### src/design/core_act_defines.svh
// Timing constants and encodings for the core activation sequencer
`ifndef CORE_ACT_DEFINES_SVH
`define CORE_ACT_DEFINES_SVH

// Clock rate in kHz; cycles = ms * kHz
`define CAS_CLK_KHZ 20000
`define CAS_T_CR_MS 1000
`define CAS_T_CRSC_MS 500
`define CAS_T_CRSR_MS 1500
`define CAS_T_ACT_MS 15000
`define CAS_T_PAYLOAD_MS 1000
`define CAS_T_SILENCE_MS 2000
`define CAS_T_PLL_MS 5000
`define CAS_T_GLOBAL_MS 30000
// Rate factor for rate parameter above 12 and otherwise
`define CAS_BETA_HIGH 1
`define CAS_BETA_LOW 2
// Final frames sent before data mode
`define CAS_FINAL_FRAMES 2'h2
// Mapper levels in sixteenths, two's complement
`define CAS_LEVEL_W 6
`define CAS_LEVEL_POS 6'h09
`define CAS_LEVEL_NEG 6'h37
`define CAS_LEVEL_ZERO 6'h00
`define CAS_TIMER_W 32

`endif

### src/design/core_act_pkg.sv
// Types shared by the core activation sequencer
package core_act_pkg;

  typedef enum logic [3:0] {
    ST_IDLE  = 4'h0,
    ST_WAKE  = 4'h1,
    ST_GAP   = 4'h3,
    ST_SYNC  = 4'h2,
    ST_COEF  = 4'h6,
    ST_FINAL = 4'h7,
    ST_DATA  = 4'h5,
    ST_QUIET = 4'h4,
    ST_DRAIN = 4'hc
  } act_state_e;

endpackage

### src/design/act_timer.sv
// Loadable down counter of symbol clock cycles with an expiry flag
`timescale 1ns/100ps
module act_timer #(
  parameter int W = 32
) (
  input wire logic clk,
  input wire logic rst_b,
  input wire logic clk_en,
  input wire logic load,
  input wire logic [W-1:0] load_val,
  input wire logic stop,
  output logic expired
);

  logic [W-1:0] count_q;
  logic [W-1:0] count_d;
  logic run_q;
  logic run_d;

  always_comb begin
    count_d = count_q;
    run_d = run_q;
    if (load) begin
      count_d = load_val;
      run_d = 1'b1;
    end else if (stop) begin
      run_d = 1'b0;
    end else if (run_q && count_q != '0) begin
      count_d = count_q - 1'b1;
    end
  end

  always_ff @(posedge clk or negedge rst_b) begin
    if (!rst_b) begin
      count_q <= '0;
      run_q <= 1'b0;
    end else if (clk_en) begin
      count_q <= count_d;
      run_q <= run_d;
    end
  end

  assign expired = run_q && (count_q == '0);

endmodule

### src/design/act_mapper.sv
// Two-level symbol mapper for activation signals
`timescale 1ns/100ps
`include "core_act_defines.svh"
module act_mapper (
  input wire logic clk,
  input wire logic rst_b,
  input wire logic clk_en,
  input wire logic active,
  input wire logic bit_in,
  output logic [`CAS_LEVEL_W-1:0] level
);

  logic [`CAS_LEVEL_W-1:0] level_q;
  logic [`CAS_LEVEL_W-1:0] level_d;

  always_comb begin
    if (!active) begin
      level_d = `CAS_LEVEL_ZERO;
    end else if (bit_in) begin
      level_d = `CAS_LEVEL_POS;
    end else begin
      level_d = `CAS_LEVEL_NEG;
    end
  end

  always_ff @(posedge clk or negedge rst_b) begin
    if (!rst_b) begin
      level_q <= `CAS_LEVEL_ZERO;
    end else if (clk_en) begin
      level_q <= level_d;
    end
  end

  assign level = level_q;

endmodule

### src/design/core_act_seq.sv
// Core activation sequencer for either end of the loop
`timescale 1ns/100ps
`include "core_act_defines.svh"
// How it works
// - Central sends all-ones sync a fixed gap after the remote wakeup ends.
// - Central not converging during its sync goes to the exception state.
// - Remote sends all-ones sync a fixed delay after its wakeup, same mask.
// - Remote lacking convergence or central coefficient frames during sync excepts.
// - Under loop timing the remote clock is locked from sync onward.
// - Central converged and past pull-in sends coefficient frames of framer bits.
// - Central missing remote coefficient frames while sending its own excepts.
// - Remote converged with central frames detected sends its coefficient frames.
// - Remote missing central final frames while sending coefficients excepts.
// - Central finishes current coefficient frame, final frames follow with no gap.
// - Final frames carry reversed sync word, arbitrary payload, CRC over it.
// - Central sends exactly two final frames.
// - From first final bit, received remote frame payload is ignored.
// - Both ends enter data mode within 200 symbols of the final frames ending.
// - Data mode start assumes no alignment to the last activation frame.
// - Payload is valid within the settle time after data mode starts.
// - Activation timeout, overall timeout or exception condition enters exception.
// - Exception: silent for quiet hold, wait far end silent, restart preactivation.
// - Timers or abnormal events raise exceptions; in data mode only abnormal events.
// - Scrambler bit 0 maps to -9/16, bit 1 to +9/16.
// - Activation timeout runs from remote wakeup start to remote data mode.
// - Quiet hold in exception state is at least 2 s.
// - Activation timeout is 15 times rate factor seconds.
// - Preactivation plus activation must finish within 30 s.
// - Pull-in interval from central sync start allows up to 5 s.
module core_act_seq #(
  parameter int unsigned CR_CYC = `CAS_T_CR_MS * `CAS_CLK_KHZ,
  parameter int unsigned CRSC_CYC = `CAS_T_CRSC_MS * `CAS_CLK_KHZ,
  parameter int unsigned CRSR_CYC = `CAS_T_CRSR_MS * `CAS_CLK_KHZ,
  parameter int unsigned ACT_CYC = `CAS_T_ACT_MS * `CAS_CLK_KHZ,
  parameter int unsigned PAYLOAD_CYC = `CAS_T_PAYLOAD_MS * `CAS_CLK_KHZ,
  parameter int unsigned SILENCE_CYC = `CAS_T_SILENCE_MS * `CAS_CLK_KHZ,
  parameter int unsigned PLL_CYC = `CAS_T_PLL_MS * `CAS_CLK_KHZ,
  parameter int unsigned GLOBAL_CYC = `CAS_T_GLOBAL_MS * `CAS_CLK_KHZ
) (
  input wire logic clk,
  input wire logic rst_b,
  input wire logic clk_en,
  input wire logic is_central,
  input wire logic rate_high,
  input wire logic loop_timing_mode,
  input wire logic preact_start,
  input wire logic preact_done,
  input wire logic far_wakeup_det,
  input wire logic far_signal_present,
  input wire logic converged,
  input wire logic clock_locked,
  input wire logic coef_frames_det,
  input wire logic final_frames_det,
  input wire logic final_frames_end,
  input wire logic frame_bit,
  input wire logic frame_last_bit,
  input wire logic scr_bit,
  input wire logic abnormal_event,
  output logic tx_active,
  output logic [`CAS_LEVEL_W-1:0] tx_level,
  output logic scr_in,
  output logic frame_final,
  output logic mask_upstream,
  output logic loop_timed,
  output logic rx_payload_ignore,
  output logic data_mode,
  output logic payload_valid,
  output logic exception,
  output logic restart_preact,
  output logic [3:0] state
);

  localparam int TW = `CAS_TIMER_W;

  logic rst_meta_q;
  logic rst_sync_q;
  core_act_pkg::act_state_e state_q;
  core_act_pkg::act_state_e state_d;
  logic [1:0] final_cnt_q;
  logic [1:0] final_cnt_d;
  logic wake_seen_q;
  logic wake_seen_d;
  logic coef_pend_q;
  logic coef_pend_d;
  logic payload_valid_q;
  logic payload_valid_d;
  logic restart_q;
  logic restart_d;
  logic ignore_q;
  logic ignore_d;
  logic st_load;
  logic [TW-1:0] st_val;
  logic st_expired;
  logic act_load;
  logic act_stop;
  logic act_expired;
  logic glob_expired;
  logic except_now;
  logic entering;
  logic [TW-1:0] act_val;
  logic [TW-1:0] crsr_val;
  logic [TW-1:0] cr_val;

  // Reset release through two flip-flops
  always_ff @(posedge clk or negedge rst_b) begin
    if (!rst_b) begin
      rst_meta_q <= 1'b0;
      rst_sync_q <= 1'b0;
    end else begin
      rst_meta_q <= 1'b1;
      rst_sync_q <= rst_meta_q;
    end
  end

  // Rate-factor scaled durations
  assign act_val = TW'(ACT_CYC * (rate_high ? `CAS_BETA_HIGH : `CAS_BETA_LOW));
  assign crsr_val = TW'(CRSR_CYC * (rate_high ? `CAS_BETA_HIGH : `CAS_BETA_LOW));
  assign cr_val = TW'(CR_CYC * (rate_high ? `CAS_BETA_HIGH : `CAS_BETA_LOW));

  // Exception conditions during activation and data mode
  always_comb begin
    except_now = 1'b0;
    case (state_q)
      core_act_pkg::ST_WAKE, core_act_pkg::ST_GAP, core_act_pkg::ST_SYNC,
      core_act_pkg::ST_COEF, core_act_pkg::ST_FINAL: begin
        except_now = act_expired || glob_expired || abnormal_event;
      end
      core_act_pkg::ST_DATA: except_now = abnormal_event;
      default: except_now = 1'b0;
    endcase
  end

  // Main sequence
  always_comb begin
    state_d = state_q;
    final_cnt_d = final_cnt_q;
    wake_seen_d = wake_seen_q;
    coef_pend_d = coef_pend_q;
    payload_valid_d = payload_valid_q;
    ignore_d = ignore_q;
    restart_d = 1'b0;
    act_load = 1'b0;
    if (except_now) begin
      state_d = core_act_pkg::ST_QUIET;
    end else begin
      case (state_q)
        core_act_pkg::ST_IDLE: begin
          wake_seen_d = 1'b0;
          coef_pend_d = 1'b0;
          final_cnt_d = 2'h0;
          payload_valid_d = 1'b0;
          ignore_d = 1'b0;
          if (preact_done) begin
            state_d = core_act_pkg::ST_WAKE;
            act_load = !is_central;
          end
        end
        core_act_pkg::ST_WAKE: begin
          if (is_central) begin
            if (far_wakeup_det && !wake_seen_q) begin
              wake_seen_d = 1'b1;
              act_load = 1'b1;
            end
            if (wake_seen_q && !far_wakeup_det) begin
              state_d = core_act_pkg::ST_GAP;
            end
          end else if (st_expired) begin
            state_d = core_act_pkg::ST_GAP;
          end
        end
        core_act_pkg::ST_GAP: begin
          if (st_expired) begin
            state_d = core_act_pkg::ST_SYNC;
          end
        end
        core_act_pkg::ST_SYNC: begin
          if (is_central) begin
            if (st_expired && converged) begin
              state_d = core_act_pkg::ST_COEF;
            end
          end else if (loop_timing_mode && st_expired && !clock_locked) begin
            state_d = core_act_pkg::ST_QUIET;
          end else if (converged && coef_frames_det) begin
            state_d = core_act_pkg::ST_COEF;
          end
        end
        core_act_pkg::ST_COEF: begin
          if (is_central) begin
            if (coef_frames_det) begin
              coef_pend_d = 1'b1;
            end
            if ((coef_pend_q || coef_frames_det) && frame_last_bit) begin
              state_d = core_act_pkg::ST_FINAL;
              ignore_d = 1'b1;
            end
          end else if (final_frames_det) begin
            state_d = core_act_pkg::ST_FINAL;
          end
        end
        core_act_pkg::ST_FINAL: begin
          if (is_central) begin
            if (frame_last_bit) begin
              final_cnt_d = final_cnt_q + 2'h1;
              if (final_cnt_q + 2'h1 == `CAS_FINAL_FRAMES) begin
                state_d = core_act_pkg::ST_DATA;
              end
            end
          end else if (final_frames_end) begin
            state_d = core_act_pkg::ST_DATA;
          end
        end
        core_act_pkg::ST_DATA: begin
          if (st_expired) begin
            payload_valid_d = 1'b1;
          end
        end
        core_act_pkg::ST_QUIET: begin
          payload_valid_d = 1'b0;
          if (st_expired) begin
            state_d = core_act_pkg::ST_DRAIN;
          end
        end
        core_act_pkg::ST_DRAIN: begin
          if (!far_signal_present) begin
            state_d = core_act_pkg::ST_IDLE;
            restart_d = 1'b1;
          end
        end
        default: state_d = core_act_pkg::ST_IDLE;
      endcase
    end
  end

  // State timer loaded on entry to each timed state
  assign entering = (state_d != state_q);
  always_comb begin
    st_load = 1'b0;
    st_val = '0;
    if (entering) begin
      case (state_d)
        core_act_pkg::ST_WAKE: begin
          st_load = !is_central;
          st_val = cr_val;
        end
        core_act_pkg::ST_GAP: begin
          st_load = 1'b1;
          st_val = is_central ? TW'(CRSC_CYC) : crsr_val;
        end
        core_act_pkg::ST_SYNC: begin
          st_load = 1'b1;
          st_val = TW'(PLL_CYC);
        end
        core_act_pkg::ST_DATA: begin
          st_load = 1'b1;
          st_val = TW'(PAYLOAD_CYC);
        end
        core_act_pkg::ST_QUIET: begin
          st_load = 1'b1;
          st_val = TW'(SILENCE_CYC);
        end
        default: begin
          st_load = 1'b0;
          st_val = '0;
        end
      endcase
    end
  end

  assign act_stop = entering && (state_d == core_act_pkg::ST_DATA
                    || state_d == core_act_pkg::ST_QUIET);

  always_ff @(posedge clk or negedge rst_sync_q) begin
    if (!rst_sync_q) begin
      state_q <= core_act_pkg::ST_IDLE;
      final_cnt_q <= 2'h0;
      wake_seen_q <= 1'b0;
      coef_pend_q <= 1'b0;
      payload_valid_q <= 1'b0;
      restart_q <= 1'b0;
      ignore_q <= 1'b0;
    end else if (clk_en) begin
      state_q <= state_d;
      final_cnt_q <= final_cnt_d;
      wake_seen_q <= wake_seen_d;
      coef_pend_q <= coef_pend_d;
      payload_valid_q <= payload_valid_d;
      restart_q <= restart_d;
      ignore_q <= ignore_d;
    end
  end

  // Symbol-cycle timers
  act_timer #(.W(TW)) u_state_timer (
    .clk(clk),
    .rst_b(rst_sync_q),
    .clk_en(clk_en),
    .load(st_load),
    .load_val(st_val),
    .stop(1'b0),
    .expired(st_expired)
  );

  act_timer #(.W(TW)) u_act_timer (
    .clk(clk),
    .rst_b(rst_sync_q),
    .clk_en(clk_en),
    .load(act_load),
    .load_val(act_val),
    .stop(act_stop),
    .expired(act_expired)
  );

  act_timer #(.W(TW)) u_global_timer (
    .clk(clk),
    .rst_b(rst_sync_q),
    .clk_en(clk_en),
    .load(preact_start && state_q == core_act_pkg::ST_IDLE),
    .load_val(TW'(GLOBAL_CYC)),
    .stop(act_stop),
    .expired(glob_expired)
  );

  // Transmit path: all-ones seed for wakeup and sync, framer bits in coefficient and final frames
  always_comb begin
    tx_active = 1'b0;
    scr_in = 1'b1;
    case (state_q)
      core_act_pkg::ST_WAKE: begin
        tx_active = !is_central;
      end
      core_act_pkg::ST_SYNC: begin
        tx_active = 1'b1;
      end
      core_act_pkg::ST_COEF, core_act_pkg::ST_FINAL: begin
        tx_active = 1'b1;
        scr_in = frame_bit;
      end
      default: begin
        tx_active = 1'b0;
        scr_in = 1'b1;
      end
    endcase
  end

  act_mapper u_mapper (
    .clk(clk),
    .rst_b(rst_sync_q),
    .clk_en(clk_en),
    .active(tx_active),
    .bit_in(scr_bit),
    .level(tx_level)
  );

  assign frame_final = is_central && state_q == core_act_pkg::ST_FINAL;
  assign mask_upstream = !is_central;
  assign loop_timed = !is_central && loop_timing_mode
                      && (state_q == core_act_pkg::ST_SYNC || state_q == core_act_pkg::ST_COEF
                      || state_q == core_act_pkg::ST_FINAL || state_q == core_act_pkg::ST_DATA);
  assign rx_payload_ignore = ignore_q;
  assign data_mode = state_q == core_act_pkg::ST_DATA;
  assign payload_valid = payload_valid_q;
  assign exception = state_q == core_act_pkg::ST_QUIET || state_q == core_act_pkg::ST_DRAIN;
  assign restart_preact = restart_q;
  assign state = state_q;

endmodule

### config.mk
export PLATFORM = sky130hd
export DESIGN_NAME = core_act_seq
export DESIGN_NICKNAME = d
export VERILOG_FILES = /design/src/design/core_act_pkg.sv /design/src/design/act_timer.sv /design/src/design/act_mapper.sv /design/src/design/core_act_seq.sv
export VERILOG_INCLUDE_DIRS = /design/src /design/src/design
export SDC_FILE = /design/constraint.sdc
export NUM_CORES = 1
export LEC_CHECK = 0
export BUFFER_PORTS_ARGS = -buffer_cell sky130_fd_sc_hd__buf_2
export CORE_UTILIZATION = 66
export DETAILED_ROUTE_END_ITERATION = 8
export PLACE_DENSITY = 0.91
export SKIP_CTS_REPAIR_TIMING = 1
export SYNTH_ARGS = -nofsm -noshare
export SYNTH_HDL_FRONTEND = slang
export SYNTH_SLANG_ARGS = --single-unit
### constraint.sdc
create_clock -name clk -period 10.79 [get_ports clk]
set_clock_uncertainty 0.1 [all_clocks]
set_input_delay 0.5395 -clock clk [delete_from_list [all_inputs] [get_ports clk]]
set_output_delay 0.5395 -clock clk [all_outputs]
set_load 0.01 [all_outputs]
==> impl_metrics.sql, run 1 <==
INSERT INTO impl_metrics (metric_group, metric, value, unit) VALUES
('logic_synthesis', 'synth_area_leaders', 'sky130_fd_sc_hd__dfrtp_1 40%, sky130_fd_sc_hd__a21oi_1 4.2%, sky130_fd_sc_hd__o21ai_0 3.9%', ''),
('global_route', 'maximum_number_of_pins_on_one_net_before_global_route_repair', '76', ''),
('sta', 'achievable-frequency', '0.208', 'GHz'),
('sta', 'final_max_slew_viol_count', '0', ''),
('global_route', 'grt_pass1_wl', '33200', 'um'),
('route', 'avgRoutedWirePerCell', '20.3', 'um'),
('route', 'drt_first_iter_violations', '985', ''),
('global_route', 'first_global_vias', '6912', ''),
('cts', 'cts_made_buffers', '17', ''),
('worst_hold_path', 'hold_path_end', 'u_mapper.level[4]', ''),
('final_layout', 'drive_gt1_frac', '0.122', ''),
('setup_path', 'signal_arrival_time_at_the_worst_endpoint', '5180', 'ps'),
('logic_synthesis', 'muxShareOfSynthArea', '0.0143', ''),
('cts', 'htree_levels', '4', ''),
('setup_path', 'timing.critical_path.from_type', 'flop', ''),
('cts', 'clock_tree.root_cell', 'sky130_fd_sc_hd__clkbuf_8', ''),
('setup_path', 'worst-path-max-fanout', '34', ''),
('setup_path', 'launch_point_of_the_worst_reg_to_reg_path', 'u_act_timer.count_q[2]', ''),
('route', 'final_antenna_net_count', '0', ''),
('pwr', 'p_per_area', '264', 'nW/um2'),
('logic_synthesis', 'post_synth_and_or_nand_nor_area_fraction', '0.288', ''),
('logic_synthesis', 'yosys.area.top_type', 'sky130_fd_sc_hd__dfrtp_1', ''),
('setup_path', 'worst_ep_required_time', '11170', 'ps'),
('logic_synthesis', 'synth-main-ff-cell', 'sky130_fd_sc_hd__dfrtp_1', ''),
('logic_synthesis', 'adder_and_majority_cell_fraction_of_the_synthesized_area', '0.00863', ''),
('setup_path', 'reg2reg_setup_slack', '5990', 'ps'),
('pwr', 'max-vdd-ir-drop', '0.177', 'mV'),
('sta', 'timing_hold_violations_final', '0', ''),
('sta', 'number_of_failing_setup_endpoints_in_the_final_timing_report', '0', ''),
('cts', 'clock_latency', '540', 'ps'),
('final_layout', 'finalNetCount', '877', ''),
('cts', 'sinks_on_the_clock_net', '115', ''),
('floorplanning', 'die_width', '107', 'um'),
('cts', 'clock_tree_from_tritoncts', 'built', ''),
('logic_synthesis', 'ys.warnings.count', '0', ''),
('worst_hold_path', 'holdCritStartpoint', 'scr_bit', ''),
('setup_path', 'r2r-end', 'u_act_timer.count_q[10]', ''),
('logic_synthesis', 'synth_edf_count', '0', ''),
('logic_synthesis', 'async_flop_share', '1.00', ''),
('sta', 'slew_headroom', '0.169', ''),
('logic_synthesis', 'ffs_latches_synth', '115', ''),
('setup_path', 'crit_type', 'flop to flop', ''),
('floorplanning', 'placementRows', '37', ''),
('floorplanning', 'dieArea', '11400', 'um2'),
('setup_path', 'cp-end-kind', 'flop', ''),
('logic_synthesis', 'syn-instance-count', '842', ''),
('pwr', 'power', '2.11', 'mW'),
('logic_synthesis', 'synth.yosys.seq_area_share', '0.397', ''),
('floorplanning', 'top_level_ports', '39', ''),
('logic_synthesis', 'synth_compound_area_frac', '0.244', ''),
('setup_path', 'number_of_cells_on_the_worst_reg_to_reg_path', '9', ''),
('worst_hold_path', 'min_path_cells', '2', ''),
('worst_hold_path', 'hp-class', 'input pin to flop', ''),
('final_layout', 'stdcell_count', '1002', ''),
('status', 'outcome', 'completed', ''),
('floorplanning', 'die-height', '107', 'um'),
('logic_synthesis', 'synth_top_family_by_area', 'simple AND/OR/NAND/NOR gates', ''),
('final_layout', 'antenna_cells', '0', ''),
('sta', 'timing.setup.tns', '0', 'ps'),
('route', 'drcViolationCount', '0', ''),
('cts', 'clk_transition_reported_paths', '50', 'ps'),
('place', 'dpl.cell_count', '969', ''),
('sta', 'rsz0062_at_grt', 'false', ''),
('route', 'firstDrtPassIters', '6', ''),
('logic_synthesis', 'synthXorXnorAreaFrac', '0.00242', ''),
('cts', 'clock_path_buffers', '2', ''),
('route', 'route.detailed.vias_per_inst', '7.26', ''),
('route', 'detailroute.via_count', '7276', ''),
('logic_synthesis', 'syn_area', '7250', 'um2'),
('logic_synthesis', 'synth.lib_cells_used.distinct', '80', ''),
('logic_synthesis', 'mappedNetlistNets', '866', '');
-- critical path: stages, from the launching register on --
cell	delay (ps)
sky130_fd_sc_hd__dfrtp_1	430
sky130_fd_sc_hd__or4_1	650
sky130_fd_sc_hd__nor4bb_1	570
sky130_fd_sc_hd__nand4_1	250
sky130_fd_sc_hd__and3_1	440
sky130_fd_sc_hd__a211oi_2	400
sky130_fd_sc_hd__nor3_4	110
sky130_fd_sc_hd__o21ai_2	980
sky130_fd_sc_hd__nand2_1	440
sky130_fd_sc_hd__o2bb2a_1	360
-- power by group --
group / total, mW / internal [mW] / switching (mW)
clock: 0.529 / 0.335 / 0.194
sequential: 0.721 / 0.558 / 0.163
combinational: 0.862 / 0.326 / 0.536
total: 2.11 / 1.22 / 0.893
-- flip-flops by register name, summed over array words and instances (netlist names), 2 cells and up --
signal / flops
u_act_timer.count_q: 32
u_global_timer.count_q: 32
u_state_timer.count_q: 32
state: 4
u_mapper.level: 3
final_cnt_q: 2
-- layout by cell type, fill, tap and decap left out, types with 16 or more instances in the layout --
master / count
sky130_fd_sc_hd__buf_2: 38
sky130_fd_sc_hd__nand3_1: 25
sky130_fd_sc_hd__a31oi_1: 19
sky130_fd_sc_hd__clkbuf_16: 16
sky130_fd_sc_hd__nor2_1: 61
sky130_fd_sc_hd__dfrtp_1: 114
sky130_fd_sc_hd__inv_1: 26
sky130_fd_sc_hd__nand4_1: 16
sky130_fd_sc_hd__nand2_1: 69
sky130_fd_sc_hd__nor4_1: 23
sky130_fd_sc_hd__or4_1: 31
sky130_fd_sc_hd__nor3_1: 30
sky130_fd_sc_hd__o211ai_1: 16
sky130_fd_sc_hd__a21oi_1: 61
sky130_fd_sc_hd__or3_1: 35
sky130_fd_sc_hd__o31ai_1: 21
sky130_fd_sc_hd__o21ai_0: 56
-- synth_stat cells (all sizes together), types with 8 or more instances --
| library cell | count |
|---|---|
| nor4 | 28 |
| nor2 | 62 |
| o31ai | 21 |
| and3 | 12 |
| o21ai | 59 |
| nand4 | 18 |
| a31oi | 20 |
| buf | 16 |
| dfrtp | 115 |
| o211ai | 16 |
| a22o | 8 |
| nand2b | 14 |
| nor3 | 31 |
| inv | 26 |
| clkbuf | 36 |
| a21oi | 63 |
| nand3 | 25 |
| nand2 | 70 |
| or4 | 31 |
| o41ai | 9 |
| or3 | 35 |
| or2 | 8 |
-- cell families after synthesis --
| group | Yosys count |
|---|---|
| simple gates | 369 |
| compound gates | 261 |
| flops | 115 |
| buf+inv | 79 |
| mux | 10 |
| fa+ha+maj | 5 |
| xor+xnor | 2 |
| other cells | 1 |
-- how the worst max path moves through the flow --
stage	from	end	slack [ps]	cells after the start
2_1_floorplan	rst_sync_q	coef_pend_q	7250	0
3_3_place_gp	u_global_timer.count_q[0]	u_act_timer.count_q[13]	6460	11
3_5_place_dp	u_global_timer.count_q[0]	u_act_timer.count_q[21]	6190	11
4_1_cts	u_act_timer.count_q[2]	u_act_timer.count_q[8]	6120	9
5_1_grt	u_act_timer.count_q[2]	u_act_timer.count_q[8]	5760	9
6_report	u_act_timer.count_q[2]	u_act_timer.count_q[10]	5990	9
-- stage by stage --
stage	cell area (um2)	hold WS [ps]	setup WS (ps)	util
final	7990	105	5990	0.760
after global routing	7990	107	5760	0.760
after CTS	7980	-336	6120	0.759
after detailed placement	7430	225	6190	0.707
after global placement	7430	216	6460	0.707
after floorplan	7250	144	7250	-
-- layout make-up --
cell class | count | area (um2)
clock buffers | 28 | 505
well taps | 136 | 170
clock inverters | 4 | 45.0
multi-input cells | 648 | 4050
flip-flops and latches | 115 | 2880
inverters | 27 | 101
repair buffers | 44 | 238
fillers | 712 | 2520
-- per-layer routing --
layer  global-route usage  vias up  routed length [um]
met1                0.483     3470                8150
met4                0.178        0                 710
met5                    0        -                   0
met2                0.593      451                9400
li1                     -     3268                   -
met3               0.0857       87                2040
Power figures use the tool's default switching activity.
==> run 2: changes to the inputs <==
--- a/config.mk
+++ b/config.mk
@@ -7,9 +7,9 @@
 export NUM_CORES = 1
 export LEC_CHECK = 0
 export BUFFER_PORTS_ARGS = -buffer_cell sky130_fd_sc_hd__buf_2
-export CORE_UTILIZATION = 66
+export CORE_UTILIZATION = 56
 export DETAILED_ROUTE_END_ITERATION = 8
-export PLACE_DENSITY = 0.91
+export PLACE_DENSITY = 0.83
 export SKIP_CTS_REPAIR_TIMING = 1
 export SYNTH_ARGS = -nofsm -noshare
 export SYNTH_HDL_FRONTEND = slang
==> constraint.sdc (replaced) <==
create_clock -name clk -period 3.88 [get_ports clk]
set_clock_uncertainty 0.1 [all_clocks]
set_input_delay 0.194 -clock clk [delete_from_list [all_inputs] [get_ports clk]]
set_output_delay 0.194 -clock clk [all_outputs]
set_load 0.01 [all_outputs]
==> impl_metrics.sql, run 2 (synthesized netlist as in run 1, its figures left out) <==
INSERT INTO impl_metrics (metric_group, metric, value, unit) VALUES
('sta', 'timing_worst_slew_pin_value', '834', 'ps'),
('pwr', 'p_per_area', '746', 'nW/um2'),
('pwr', 'gate_power_share', '0.434', ''),
('sta', 'achievable-frequency', '0.264', 'GHz'),
('route', 'avgRoutedWirePerCell', '18.7', 'um'),
('pwr', 'cell_internal_pwr', '3.87', 'mW'),
('place', 'dpl.hpwl', '13800', 'um'),
('floorplanning', 'top_level_ports', '39', ''),
('global_route', 'maximum_number_of_pins_on_one_net_before_global_route_repair', '63', ''),
('route', 'drt_first_iter_violations', '720', ''),
('place', 'finalWeightedCongestion', '0.927', ''),
('cts', 'clock_tree.root_cell', 'sky130_fd_sc_hd__clkbuf_16', ''),
('route', 'detailroute.via_count', '7330', ''),
('route', 'drcViolationCount', '0', ''),
('floorplanning', 'dieArea', '13400', 'um2'),
('pwr', 'power.clock.fraction', '0.260', ''),
('route', 'finalWirelength', '20500', 'um'),
('cts', 'cts_made_buffers', '17', ''),
('pwr', 'net-switching-power', '2.58', 'mW'),
('cts', 'clk_transition_reported_paths', '60', 'ps'),
('sta', 'minimum_clock_period_after_layout', '3780', 'ps'),
('final_layout', 'stdcell_count', '1095', ''),
('pwr', 'power.static_leakage', '3.69', 'nW'),
('cts', 'clock_latency', '430', 'ps'),
('final_layout', 'leading_cell_type_in_the_layout_fill_and_taps_excluded', 'sky130_fd_sc_hd__dfrtp_1', ''),
('floorplanning', 'core', '12600', 'um2'),
('route', 'final_antenna_net_count', '0', ''),
('global_route', 'global_route_usage_over_all_layers', '0.323', ''),
('cts', 'htree_levels', '4', ''),
('sta', 'rsz0062_at_grt', 'true', ''),
('setup_path', 'worst-path-max-fanout', '11', ''),
('cts', 'clock_path_buffers', '2', ''),
('global_route', 'grt_antenna_before_repair', '0', ''),
('pwr', 'seqPwrFrac', '0.306', ''),
('final_layout', 'fillCellCount', '987', ''),
('cts', 'clock_tree_from_tritoncts', 'built', ''),
('setup_path', 'crit_type', 'flop to flop', ''),
('sta', 'min_period_over_period', '0.975', ''),
('sta', 'timing_hold_violations_final', '0', ''),
('worst_hold_path', 'hp-class', 'input pin to flop', ''),
('final_layout', 'postLayoutCoreUtil', '0.686', ''),
('route', 'firstDrtPassIters', '6', ''),
('setup_path', 'timing.critical_path.from_type', 'flop', ''),
('flow_run', 'maxCapViolations', '0', ''),
('final_layout', 'finalNetCount', '935', ''),
('setup_path', 'cp-end-kind', 'flop', ''),
('final_layout', 'drive_gt1_frac', '0.187', ''),
('final_layout', 'most_used_cells_in_the_layout_excluding_fill_and_tap_cells', '114 x sky130_fd_sc_hd__dfrtp_1, 67 x sky130_fd_sc_hd__nand2_1, 61 x sky130_fd_sc_hd__nor2_1, 61 x sky130_fd_sc_hd__a21oi_1, 58 x sky130_fd_sc_hd__buf_4', ''),
('global_route', 'grt.overflow.total', '0', ''),
('sta', 'slew_headroom', '0.444', ''),
('sta', 'number_of_failing_setup_endpoints_in_the_final_timing_report', '0', ''),
('final_layout', 'reg.largest.list', 'u_act_timer.count_q x32, u_global_timer.count_q x32, u_state_timer.count_q x32', ''),
('place', 'place.port_buffers', '38', ''),
('final_layout', 'antenna_cells', '0', ''),
('sta', 'final_max_slew_viol_count', '0', ''),
('setup_path', 'worst_ep_required_time', '4120', 'ps'),
('route', 'route.detailed.vias_per_inst', '6.69', ''),
('final_layout', 'synthToLayoutAreaGrowth', '19.3', '%'),
('pwr', 'max-vdd-ir-drop', '0.465', 'mV'),
('global_route', 'grt_pass1_wl', '33600', 'um'),
('floorplanning', 'start_util', '0.575', ''),
('global_route', 'first_global_vias', '6882', ''),
('floorplanning', 'die_width', '116', 'um'),
('floorplanning', 'die-height', '116', 'um'),
('pwr', 'netSwitchingFraction', '0.400', ''),
('setup_path', 'signal_arrival_time_at_the_worst_endpoint', '4020', 'ps'),
('setup_path', 'reg2reg_setup_slack', '100', 'ps'),
('place', 'dpl.cell_count', '1054', ''),
('floorplanning', 'placementRows', '41', ''),
('status', 'outcome', 'completed', ''),
('cts', 'sinks_on_the_clock_net', '115', '');
## run 2: path summary, 6_finish.rpt
path,start,endpoint,depth (start not counted)
setup / recovery,u_act_timer.count_q[12],u_global_timer.count_q[31],11
hold / removal,preact_start,u_global_timer.count_q[1],4
setup reg to reg,u_act_timer.count_q[12],u_global_timer.count_q[31],11
hold reg to reg,rst_meta_q,rst_sync_q,0
max in group asynchronous,rst_sync_q,u_act_timer.count_q[23],1
min in group asynchronous,rst_sync_q,u_act_timer.count_q[1],0
## run 2: worst max-delay path, cell delays in order (launching register included)
cell and delay [ps]:
sky130_fd_sc_hd__dfrtp_1 450, sky130_fd_sc_hd__or4_1 590, sky130_fd_sc_hd__nor4_1 440, sky130_fd_sc_hd__nand4_1 280
sky130_fd_sc_hd__a41oi_2 260, sky130_fd_sc_hd__a41oi_2 80, sky130_fd_sc_hd__nor3_4 320, sky130_fd_sc_hd__o211ai_1 130
sky130_fd_sc_hd__buf_4 190, sky130_fd_sc_hd__buf_4 160, sky130_fd_sc_hd__or4b_1 480, sky130_fd_sc_hd__a21oi_1 190
## run 2: final cells by class
class                      instances  area, um2  share of cell area
clock inverter                     9        154              0.0178
multi-input combinational        648       4120               0.476
tap                              172        215              0.0249
inverter                          27        101              0.0117
timing repair buffer             102        706              0.0816
sequential                       115       2880               0.333
clock buffer                      22        474              0.0548
## run 2: power by group through the flow
stage                     Combinational [mW]  Clock, mW  Sequential [mW]
after global placement                  2.53          0             1.95
after global routing                    3.07       1.75             2.03
after floorplan                         1.86          0             1.87
final                                   2.80       1.68             1.97
after CTS                               2.62       1.69             1.95
after detailed placement                2.58          0             1.97
## run 2: routing by layer
layer / share of wire / track usage / wire (um)
met1: 0.41 / 0.402 / 8420
met3: 0.073 / 0.0842 / 1510
met5: 0 / 0 / 0
met4: 0.028 / 0.152 / 567
met2: 0.49 / 0.525 / 10000
## run 2: metrics by stage
stage                     hold WS, ps  instance area, um2  worst slack [ps]  TNS (ps)  power [mW]
after floorplan                  -202                7250               339         0        3.73
final                            12.6                8650              97.6         0        6.45
after global routing             32.2                8650             -45.4      -124        6.85
after CTS                        -572                8490              -149     -1480        6.26
after global placement           -119                7870              44.8         0        4.48
after detailed placement         -119                7870             -71.4      -283        4.55
==> run 3: changes to the inputs <==
--- a/config.mk
+++ b/config.mk
@@ -10,6 +10,7 @@
 export CORE_UTILIZATION = 56
 export DETAILED_ROUTE_END_ITERATION = 8
 export PLACE_DENSITY = 0.83
+export SETUP_SLACK_MARGIN = 0.15
 export SKIP_CTS_REPAIR_TIMING = 1
 export SYNTH_ARGS = -nofsm -noshare
 export SYNTH_HDL_FRONTEND = slang
==> impl_metrics.sql, run 3 (synthesized netlist as in run 1, its figures left out) <==
INSERT INTO impl_metrics (metric_group, metric, value, unit) VALUES
('setup_path', 'worst-path-max-fanout', '11', ''),
('route', 'drcViolationCount', '0', ''),
('sta', 'number_of_failing_setup_endpoints_in_the_final_timing_report', '0', ''),
('floorplanning', 'start_util', '0.575', ''),
('sta', 'timing_hold_violations_final', '0', ''),
('final_layout', 'finalNetCount', '937', ''),
('setup_path', 'timing.critical_path.from_type', 'flop', ''),
('route', 'route.detailed.vias_per_inst', '6.70', ''),
('final_layout', 'antenna_cells', '0', ''),
('cts', 'clock_tree_from_tritoncts', 'built', ''),
('place', 'place_worst_setup_slack', '-71.4', 'ps'),
('final_layout', 'stdcell_count', '1097', ''),
('sta', 'min_period_over_period', '0.945', ''),
('floorplanning', 'placementRows', '41', ''),
('global_route', 'grt_antenna_before_repair', '0', ''),
('sta', 'final_max_slew_viol_count', '0', ''),
('global_route', 'maximum_number_of_pins_on_one_net_before_global_route_repair', '63', ''),
('floorplanning', 'die_width', '116', 'um'),
('global_route', 'grt_pass1_wl', '33600', 'um'),
('route', 'finalWirelength', '20700', 'um'),
('pwr', 'cell_internal_pwr', '3.90', 'mW'),
('global_route', 'global_route_usage_over_all_layers', '0.323', ''),
('route', 'final_antenna_net_count', '0', ''),
('final_layout', 'reg.largest.list', 'u_act_timer.count_q x32, u_global_timer.count_q x32, u_state_timer.count_q x32', ''),
('route', 'detailroute.via_count', '7348', ''),
('cts', 'clock_path_buffers', '2', ''),
('pwr', 'p_per_area', '747', 'nW/um2'),
('sta', 'minimum_clock_period_after_layout', '3670', 'ps'),
('global_route', 'first_global_vias', '6882', ''),
('pwr', 'power.static_leakage', '3.68', 'nW'),
('global_route', 'grt.overflow.total', '0', ''),
('pwr', 'net-switching-power', '2.61', 'mW'),
('worst_hold_path', 'hp-class', 'input pin to flop', ''),
('sta', 'rsz0062_at_grt', 'false', ''),
('pwr', 'gate_power_share', '0.438', ''),
('sta', 'timing_worst_slew_pin_value', '818', 'ps'),
('sta', 'slew_headroom', '0.451', ''),
('final_layout', 'fillCellCount', '972', ''),
('cts', 'clock_tree.root_cell', 'sky130_fd_sc_hd__clkbuf_16', ''),
('sta', 'achievable-frequency', '0.273', 'GHz'),
('flow_run', 'maxCapViolations', '0', ''),
('floorplanning', 'core', '12600', 'um2'),
('final_layout', 'synthToLayoutAreaGrowth', '20.3', '%'),
('sta', 'setup_ws', '214', 'ps'),
('route', 'avgRoutedWirePerCell', '18.8', 'um'),
('pwr', 'max-vdd-ir-drop', '0.467', 'mV'),
('cts', 'cts_made_buffers', '17', ''),
('place', 'place.port_buffers', '38', ''),
('pwr', 'netSwitchingFraction', '0.401', ''),
('cts', 'clk_transition_reported_paths', '50', 'ps'),
('cts', 'clock_latency', '430', 'ps'),
('pwr', 'seqPwrFrac', '0.303', ''),
('place', 'dpl.hpwl', '13800', 'um'),
('setup_path', 'crit_type', 'flop to flop', ''),
('floorplanning', 'die-height', '116', 'um'),
('final_layout', 'drive_gt1_frac', '0.203', ''),
('route', 'drt_first_iter_violations', '797', ''),
('cts', 'sinks_on_the_clock_net', '115', ''),
('final_layout', 'most_used_cells_in_the_layout_excluding_fill_and_tap_cells', '112 x sky130_fd_sc_hd__dfrtp_1, 66 x sky130_fd_sc_hd__nand2_1, 61 x sky130_fd_sc_hd__nor2_1, 61 x sky130_fd_sc_hd__a21oi_1, 58 x sky130_fd_sc_hd__buf_4', ''),
('status', 'outcome', 'completed', ''),
('floorplanning', 'dieArea', '13400', 'um2'),
('setup_path', 'worst_ep_required_time', '4120', 'ps'),
('place', 'finalWeightedCongestion', '0.927', ''),
('setup_path', 'signal_arrival_time_at_the_worst_endpoint', '3910', 'ps'),
('place', 'dpl.cell_count', '1054', ''),
('floorplanning', 'top_level_ports', '39', ''),
('cts', 'htree_levels', '4', ''),
('setup_path', 'cp-end-kind', 'flop', ''),
('pwr', 'power.clock.fraction', '0.259', ''),
('route', 'firstDrtPassIters', '7', ''),
('final_layout', 'leading_cell_type_in_the_layout_fill_and_taps_excluded', 'sky130_fd_sc_hd__dfrtp_1', '');
==> run 3: cell types whose count changed in the layout (fill, tap and decap cells not counted), sizes merged <==
cell   change
buf        +1
o21ai      +1
==> run 3: final cells by class <==
type	count	area [um2]	area share
Clock buffer	22	474	0.0544
Clock inverter	9	154	0.0176
Inverter	27	101	0.0116
Multi-Input combinational cell	649	4170	0.479
Sequential cell	115	2880	0.331
Tap cell	172	215	0.0247
Timing Repair Buffer	103	717	0.0822
==> run 3: power groups by stage <==
stage,sequential [mW],clock [mW],combinational (mW)
after floorplan,1.87,0,1.86
after global placement,1.95,0,2.53
after detailed placement,1.97,0,2.58
after CTS,1.95,1.69,2.62
after global routing,2.04,1.75,3.13
final,1.98,1.68,2.85
==> run 3: critical path: stages (launching register included) <==
cell                       delay [ps]
sky130_fd_sc_hd__dfrtp_1          430
sky130_fd_sc_hd__nor4_1           570
sky130_fd_sc_hd__nor4bb_4         340
sky130_fd_sc_hd__buf_4            170
sky130_fd_sc_hd__nand4_1          180
sky130_fd_sc_hd__a41oi_2          210
sky130_fd_sc_hd__a41oi_2           90
sky130_fd_sc_hd__nor3_4           320
sky130_fd_sc_hd__o211ai_1         130
sky130_fd_sc_hd__buf_4            190
sky130_fd_sc_hd__buf_4            160
sky130_fd_sc_hd__or4b_1           480
sky130_fd_sc_hd__a21oi_1          190
==> run 3: stage by stage <==
stage	hold slack (ps)	area [um2]	util	TNS [ps]	power, mW
2_1_floorplan	-202	7250	-	0	3.73
3_3_place_gp	-119	7870	0.623	0	4.48
3_5_place_dp	-119	7870	0.623	-283	4.55
4_1_cts	-572	8490	0.673	-1480	6.26
5_1_grt	32.2	8720	0.691	0	6.92
6_report	13.5	8720	0.691	0	6.51
==> run 3: per-layer routing <==
metal | vias up | track usage | routed length [um] | share of wire
met4 | 0 | 0.152 | 658 | 0.032
met2 | 346 | 0.525 | 10100 | 0.49
met5 | - | 0 | 0 | 0
li1 | 3391 | - | - | -
met1 | 3540 | 0.402 | 8400 | 0.41
met3 | 71 | 0.0842 | 1520 | 0.073
==> run 3: worst paths after layout <==
path                                         from                    endpoint  slack, ps  depth (start not counted)
setup / recovery           u_act_timer.count_q[8]  u_global_timer.count_q[31]        210                         12
hold / removal                       preact_start   u_global_timer.count_q[1]         10                          4
setup reg to reg           u_act_timer.count_q[8]  u_global_timer.count_q[31]        210                         12
hold reg to reg                        rst_meta_q                  rst_sync_q        250                          0
max in group asynchronous              rst_sync_q    u_state_timer.count_q[0]       2560                          1
min in group asynchronous              rst_sync_q     u_act_timer.count_q[11]        340                          0
